`src/common/tsp_defs.vh`:
```
// Constants for the serial command port of the time converter.
// Included by the port design; holds definitions only.
`ifndef TSP_DEFS_VH
`define TSP_DEFS_VH

// Core clock period and hit hold-off after reset release
`define TSP_CLK_PERIOD_NS   25
`define TSP_HIT_HOLD_NS     30

// Operation codes
`define TSP_OP_WR_FIRST     8'h80
`define TSP_OP_WR_LAST      8'h84
`define TSP_OP_RD_UP_FIRST  8'hB0
`define TSP_OP_RD_UP_LAST   8'hB7
`define TSP_OP_RD_UP_SUM    8'hB8
`define TSP_OP_RD_DN_FIRST  8'hB9
`define TSP_OP_RD_DN_LAST   8'hC0

// Word layout
`define TSP_WORD_BITS       32
`define TSP_CFG_COUNT       5
`define TSP_HIT_COUNT       8
`define TSP_BYTES_PER_WORD  3'h4

// Reset values
`define TSP_CFG_RESET       32'h00000000
`define TSP_PIN_IDLE        3'h1

`endif

```
`src/hdl/tsp_cmd_port.v`:
```
// Serial command port of a time converter: SPI slave, mode CPHA 1 / CPOL 0.
// Assumes one core clock; SPI pins arrive asynchronously and are oversampled.
// Function
// - Slave works with clock phase one, polarity zero; idle serial clock low.
// - First serial clock rise in a transfer releases the interrupt line.
// - Every byte shifts most significant bit first, both directions.
// - Received bits are only acted on in complete eight-bit groups.
// - A select low-high-low pulse after any byte ends the transfer.
// - Input data is sampled on the serial clock falling edge.
// - Output data changes after the serial clock rising edge.
// - Reset held 30 ns by master; hits ignored two core cycles (30 ns rounded up to 50 ns) after release.
// - First byte of each transfer is the operation code.
// - Codes 0x80 to 0x84 write configuration registers zero to four.
// - Codes 0xB0 to 0xB7 read upstream hit results one to eight.
// - Code 0xB8 reads the upstream sum of eight hit results.
// - Code 0xB9 reads first downstream hit result, downstream codes follow.
`include "tsp_defs.vh"
`timescale 1ns/1ps
`default_nettype none

module tsp_cmd_port (
  // Clock and reset
  input  wire         core_clk,
  input  wire         srst,
  // Serial pins
  input  wire         chip_select_low,
  input  wire         sck,
  input  wire         sdi,
  output reg          sdo_out,
  output reg          sdo_oe,
  // Interrupt
  input  wire         meas_done,
  output reg          irq_line_low,
  // Measurement hits
  input  wire         hit_in,
  output reg          hit_accept,
  // Configuration registers, register n in bits 32n+31..32n
  output reg  [159:0] cfg_regs,
  output reg  [4:0]   cfg_wr_strobe,
  // Result registers, hit n in bits 32n+31..32n
  input  wire [255:0] up_results,
  input  wire [31:0]  up_sum,
  input  wire [255:0] dn_results
);

  localparam integer    HOLD_CYC_I = (`TSP_HIT_HOLD_NS + `TSP_CLK_PERIOD_NS - 1)
                                     / `TSP_CLK_PERIOD_NS;
  localparam [1:0]      HOLD_CYC   = HOLD_CYC_I[1:0];
  // Idle level of each pin, used to preload the synchronisers
  localparam [2:0]      PIN_IDLE   = `TSP_PIN_IDLE;

  localparam [1:0]      ST_OPCODE  = 2'h0;
  localparam [1:0]      ST_WRITE   = 2'h1;
  localparam [1:0]      ST_READ    = 2'h2;
  localparam [1:0]      ST_IGNORE  = 2'h3;

  localparam [1:0]      KIND_NONE  = 2'h0;
  localparam [1:0]      KIND_WR    = 2'h1;
  localparam [1:0]      KIND_RD    = 2'h2;

  // Pin bits: 0 select, 1 serial clock, 2 data in
  wire [2:0]            pin_raw;
  wire [2:0]            pin_next;
  reg  [2:0]            sync1_reg;
  reg  [2:0]            sync2_reg;
  reg  [2:0]            sync3_reg;
  reg  [2:0]            pin_st_reg;

  reg  [1:0]            state_reg;
  reg  [2:0]            bit_cnt_reg;
  reg  [2:0]            byte_cnt_reg;
  reg  [6:0]            in_sh_reg;
  reg  [23:0]           wr_buf_reg;
  reg  [2:0]            wr_idx_reg;
  reg  [31:0]           out_sh_reg;
  reg                   first_rise_reg;
  reg  [1:0]            hold_cnt_reg;

  wire                  cs_active;
  wire                  sck_rise;
  wire                  sck_fall;
  wire [7:0]            byte_val;
  wire                  byte_done;
  wire [1:0]            op_class;

  assign pin_raw = {sdi, sck, chip_select_low};

  // Three-stage synchronisers; a level counts once stages two and three agree.
  // This costs about three core cycles per pin edge, so serial clock phases
  // must last at least four core cycles.
  genvar gi;
  generate
    for (gi = 0; gi < 3; gi = gi + 1) begin : g_pin
      always @(posedge core_clk) begin
        if (srst) begin
          sync1_reg[gi]  <= PIN_IDLE[gi];
          sync2_reg[gi]  <= PIN_IDLE[gi];
          sync3_reg[gi]  <= PIN_IDLE[gi];
          pin_st_reg[gi] <= PIN_IDLE[gi];
        end else begin
          sync1_reg[gi]  <= pin_raw[gi];
          sync2_reg[gi]  <= sync1_reg[gi];
          sync3_reg[gi]  <= sync2_reg[gi];
          pin_st_reg[gi] <= pin_next[gi];
        end
      end
      assign pin_next[gi] = (sync2_reg[gi] == sync3_reg[gi]) ? sync3_reg[gi]
                                                             : pin_st_reg[gi];
    end
  endgenerate

  assign cs_active = ~pin_next[0];
  assign sck_rise  = cs_active & pin_next[1] & ~pin_st_reg[1];
  assign sck_fall  = cs_active & ~pin_next[1] & pin_st_reg[1];
  assign byte_val  = {in_sh_reg, pin_next[2]};
  assign byte_done = sck_fall & (bit_cnt_reg == 3'h7);
  assign op_class  = op_kind(byte_val);

  // Bit offset of word n inside a packed bank
  function [7:0] word_base;
    input [2:0] idx;
    begin
      word_base = {idx, 5'h00};
    end
  endfunction

  // Classify an operation code
  function [1:0] op_kind;
    input [7:0] op;
    begin
      if (op >= `TSP_OP_WR_FIRST && op <= `TSP_OP_WR_LAST)
        op_kind = KIND_WR;
      else if (op >= `TSP_OP_RD_UP_FIRST && op <= `TSP_OP_RD_DN_LAST)
        op_kind = KIND_RD;
      else
        op_kind = KIND_NONE;
    end
  endfunction

  // Pick the result word that a read code returns
  function [31:0] result_word;
    input [7:0] op;
    reg   [7:0] ofs;
    begin
      ofs = 8'h00;
      result_word = 32'h00000000;
      if (op <= `TSP_OP_RD_UP_LAST) begin
        ofs = op - `TSP_OP_RD_UP_FIRST;
        result_word = up_results[word_base(ofs[2:0]) +: 32];
      end else if (op == `TSP_OP_RD_UP_SUM) begin
        result_word = up_sum;
      end else begin
        ofs = op - `TSP_OP_RD_DN_FIRST;
        result_word = dn_results[word_base(ofs[2:0]) +: 32];
      end
    end
  endfunction

  // Serial protocol engine; only the opcode byte and deselect move the state
  always @(posedge core_clk) begin
    if (srst) begin
      state_reg      <= ST_OPCODE;
      bit_cnt_reg    <= 3'h0;
      in_sh_reg      <= 7'h00;
      out_sh_reg     <= 32'h00000000;
      first_rise_reg <= 1'b1;
      sdo_out        <= 1'b0;
    end else begin
      if (!cs_active) begin
        state_reg      <= ST_OPCODE;
        bit_cnt_reg    <= 3'h0;
        first_rise_reg <= 1'b1;
        sdo_out        <= 1'b0;
      end else begin
        if (sck_fall) begin
          in_sh_reg   <= byte_val[6:0];
          bit_cnt_reg <= bit_cnt_reg + 3'h1;
        end
        if (byte_done && state_reg == ST_OPCODE) begin
          case (op_class)
            KIND_WR: begin
              state_reg <= ST_WRITE;
            end
            KIND_RD: begin
              // load result
              // Word is a snapshot; bits past it read as zero
              state_reg  <= ST_READ;
              out_sh_reg <= result_word(byte_val);
            end
            default: begin
              // Unknown code: rest of the transfer is ignored
              state_reg <= ST_IGNORE;
            end
          endcase
        end
        if (sck_rise) begin
          first_rise_reg <= 1'b0;
          if (state_reg == ST_READ) begin
            sdo_out    <= out_sh_reg[31];
            out_sh_reg <= {out_sh_reg[30:0], 1'b0};
          end else begin
            sdo_out <= 1'b0;
          end
        end
      end
    end
  end

  // Configuration write path; a partial word at deselect is dropped
  always @(posedge core_clk) begin
    if (srst) begin
      byte_cnt_reg  <= 3'h0;
      wr_buf_reg    <= 24'h000000;
      wr_idx_reg    <= 3'h0;
      cfg_regs      <= {`TSP_CFG_COUNT{`TSP_CFG_RESET}};
      cfg_wr_strobe <= 5'h00;
    end else begin
      cfg_wr_strobe <= 5'h00;
      if (!cs_active) begin
        byte_cnt_reg <= 3'h0;
      end else if (byte_done) begin
        if (state_reg == ST_OPCODE) begin
          byte_cnt_reg <= 3'h0;
          wr_buf_reg   <= 24'h000000;
          if (op_class == KIND_WR) begin
            wr_idx_reg <= byte_val[2:0];
          end
        end else if (state_reg == ST_WRITE) begin
          // collect and commit word
          // Further groups of four rewrite the same register
          if (byte_cnt_reg == `TSP_BYTES_PER_WORD - 3'h1) begin
            cfg_regs[word_base(wr_idx_reg) +: 32] <= {wr_buf_reg, byte_val};
            cfg_wr_strobe[wr_idx_reg]             <= 1'b1;
            byte_cnt_reg                          <= 3'h0;
          end else begin
            wr_buf_reg   <= {wr_buf_reg[15:0], byte_val};
            byte_cnt_reg <= byte_cnt_reg + 3'h1;
          end
        end
      end
    end
  end

  always @(posedge core_clk) begin
    if (srst) begin
      sdo_oe <= 1'b0;
    end else begin
      sdo_oe <= cs_active;
    end
  end

  // Interrupt line: a completion event wins over the clear
  always @(posedge core_clk) begin
    if (srst) begin
      irq_line_low <= 1'b1;
    end else if (meas_done) begin
      irq_line_low <= 1'b0;
    end else if (sck_rise && first_rise_reg) begin
      irq_line_low <= 1'b1;
    end
  end

  // Hit hold-off after reset release; counts down once and then rests at zero
  always @(posedge core_clk) begin
    if (srst) begin
      hold_cnt_reg <= HOLD_CYC;
    end else if (hold_cnt_reg != 2'h0) begin
      hold_cnt_reg <= hold_cnt_reg - 2'h1;
    end
  end

  always @(posedge core_clk) begin
    if (srst) begin
      hit_accept <= 1'b0;
    end else begin
      hit_accept <= hit_in & (hold_cnt_reg == 2'h0);
    end
  end

endmodule

`default_nettype wire

```
`config.mk`:
```
export PLATFORM = sky130hd
export DESIGN_NAME = tsp_cmd_port
export DESIGN_NICKNAME = d
export VERILOG_FILES = /design/src/hdl/tsp_cmd_port.v
export VERILOG_INCLUDE_DIRS = /design/src /design/src/common
export SDC_FILE = /design/constraint.sdc
export NUM_CORES = 1
export LEC_CHECK = 0
export ABC_AREA = 1
export BUFFER_PORTS_ARGS = -buffer_cell sky130_fd_sc_hd__buf_2
export CAP_MARGIN = 20
export CORE_AREA = 5 5 274 276
export DETAILED_ROUTE_END_ITERATION = 8
export DIE_AREA = 0 0 279 281
export PLACE_DENSITY_LB_ADDON = 0.05
export SLEW_MARGIN = 20
export SYNTH_ARGS = -nofsm -noshare
export SYNTH_HDL_FRONTEND = slang
export SYNTH_SLANG_ARGS = --single-unit
```
`constraint.sdc`:
```
create_clock -name core_clk -period 3.1 [get_ports core_clk]
set_input_delay 0.31 -clock core_clk [delete_from_list [all_inputs] [get_ports core_clk]]
set_output_delay 0.31 -clock core_clk [all_outputs]
set_load 0.005 [all_outputs]
```
==> impl_metrics.toml <==
[critical_path]
cp_cell_sequence = "inv_2 > ha_1 > ha_1 > nand3_2 > clkinv_1 > nand3_1 > a21oi_1"
path_max_fanout = 27
critPathMaxStageDelay_ps = 730
start_kind = "flip-flop"
worstSetupPathType = "reg -> reg"
crit_buf_inv = 2
required_ps = 3470
endpoint_kind = "flip-flop"
cp_common_cell = "ha_1"
crit_slowest_cell = "clkinv_1"
crit_family = "buffers and inverters"
cp.arrival_ps = 3120

[detailed_routing]
first_pass_iters = 5
wl_per_cell_um = 24.86
drt-total-wl_mm = 106.6
drt-initial-drc-count = 1572
route.vias.total = 20400
drc_errors = 0
vias_per_cell = 4.758
postRouteAntennaNets = 0

[pwr]
powerDensity_nw_per_um2 = 385.0
clkPwrFrac = 0.488
p_sw_frac = 0.2588
seqPwrFrac = 0.398
switching_power_mw = 2.170
p_int_mw = 6.214
p_leak_nw = 11.25
combPwrFrac = 0.113
worst_ir_drop_vdd_v = 0.0003279

[clock_tree]
numCtsBuffers = 34
cts_buffer_depth = 3
path_clk_slew_ps = 60
insertion_delay_ps = 560
clock-sinks = 258
cts_htree_levels = 2
cts-root-buf = "clkbuf_16"
cts_tree = "built"

[synth]
synth_seq_cells = 258
ys_seq_area_frac = 0.3249
synth_edf_count = 0
synthTopCellsByArea = "dfxtp_1, nand2_1, nand3_1"
synth_nets = 3214
ys.warnings.count = 0
ys.flop_type = "dfxtp_1"
synth_cell_type_count = 43
postSynth.asyncResetShare = 0
synth_top_cell_by_area = "dfxtp_1"
yosysTopAreaCellShare = 0.3249
netlist_instances = 2657
syn_area_per_cell_um2 = 5.983
syn-cell-area_um2 = 15900
yosysMostFrequentCell = "nand2_1"
yosys-top-cells-count = "nand2_1, nand3_1, inv_1, a21oi_1, dfxtp_1"

[run]
drv_cap = 0

[cells_and_area]
largest_reg_flops = 160
drive_above_1_share = 0.2642
fin_area_um2 = 21780
nNetsFinal = 3843
post-route-util = 0.3010
area_growth_pct = 36.98

[floorplanning]
dieArea_um2 = 78400
io_pins = 720
die_w_um = 279
start_util = 0.2198
core_area_um2 = 72340
fp.dieH_um = 281
core.rowCount = 99

[run_status]
status = "complete, no violations"

[global_routing]
groute.usage.overall = 0.2592
grt_pass1_vias = 20620
grt-ovfl-total = 0
grt_start_max_net_pins = 124
antenna_found_initial = 41
grt_pass1_wl_mm = 150.1

[timing]
worst_pin_slew_ps = 919.8
final-hold-violation-count = 0
maxSlewViolCount = 0
setup_viol = 0
tns_ps = 0
finalClockSkew_ps = 32.32
fin_crit_sh = 0.8874
rsz0062_at_grt = "no"
slew_headroom = 0.3830
timing.fmax_mhz = 363.5
layout_min_cycle_time_ps = 2751

[placed_design]
placedInstanceArea_um2 = 20530
gp_congestion = 0.9347
hpwl_mm = 84.76
portBuffers = 719

[min_path]
hp-class = "in -> reg"
## power groups by stage
stage / sequential (mW) / combinational, mW / clock [mW]
final: 3.34 / 0.950 / 4.10
after global routing: 3.34 / 1.05 / 4.34
after CTS: 3.34 / 0.958 / 4.21
after detailed placement: 3.41 / 0.946 / 0
after global placement: 3.41 / 0.947 / 0
after floorplan: 3.41 / 0.360 / 0
## through the flow
step	power [mW]	setup WS, ps	instances	hold slack (ps)
final	8.384	349.1	4287	134.2
after global routing	8.729	119.6	4280	131.7
after CTS	8.511	320.4	4267	109.1
after detailed placement	4.357	328.9	4204	395.7
after global placement	4.358	402.9	4204	398.5
after floorplan	3.772	800.2	2657	388.3
## worst min-delay path: stages
cell and delay (ps):
buf_2 110, inv_4 120, nand2_1 100
## placed cells by master (no fill, tap or decap), drive strengths merged, types with 3 or more instances in the layout
cell         instances
diode               20
a211oi               3
bufinv               3
buf                779
o21ai              165
clkbuf              48
a22oi               10
o22ai               23
nand2              721
o211ai               8
dfxtp              258
inv                319
nor2               200
or2                  9
o21a                 3
ha                   6
clkinv              12
a21oi              277
nor3                10
nand3b              37
nand4                3
nor4                 5
nand3              399
dlygate4sd3          5
## metal layers
| metal | global-route usage | part of all wire | vias up |
|---|---|---|---|
| met5 | 0 | 0.00069 | - |
| met4 | 0.06390 | 0.022 | 12 |
| met3 | 0.05640 | 0.064 | 119 |
| met2 | 0.4792 | 0.52 | 719 |
| met1 | 0.3052 | 0.40 | 9745 |
| li1 | - | - | 9804 |
## cell type report
cell class | instances | area, um^2
fillers | 8422 | 50560
multi-input cells | 1884 | 8725
flip-flops and latches | 258 | 5170
repair buffers | 784 | 4262
inverters | 324 | 1220
well taps | 959 | 1200
clock buffers | 48 | 974.7
clock inverters | 10 | 176.4
diodes | 20 | 50.05
## cell families after synthesis
group	Yosys count	synth area share
AND/OR/NAND/NOR	1385	0.3792
AO/OA/AOI/OAI	493	0.1617
adder cells (fa/ha/maj)	6	0.004722
buffers and inverters	515	0.1295
flip-flops	258	0.3249
## worst paths after layout
kind	to	slack, ps	start	cells after the start
min	irq_line_low$_SDFFE_PP1P_	130	srst	3
max	cfg_regs[35]$_SDFFE_PP0P_	350	wr_idx_reg[0]$_SDFFE_PP0P_	7
max reg2reg	cfg_regs[35]$_SDFFE_PP0P_	350	wr_idx_reg[0]$_SDFFE_PP0P_	7
min reg2reg	sync2_reg[1]$_SDFF_PP0_	400	sync1_reg[1]$_SDFF_PP0_	2
## what timing repair did
item,4_1_cts,5_1_grt
buffers inserted,0,0
endpoints found under the hold margin,5,0
resized for setup,0,0
hold buffers,5,0
(Power assumes the default switching activity.)
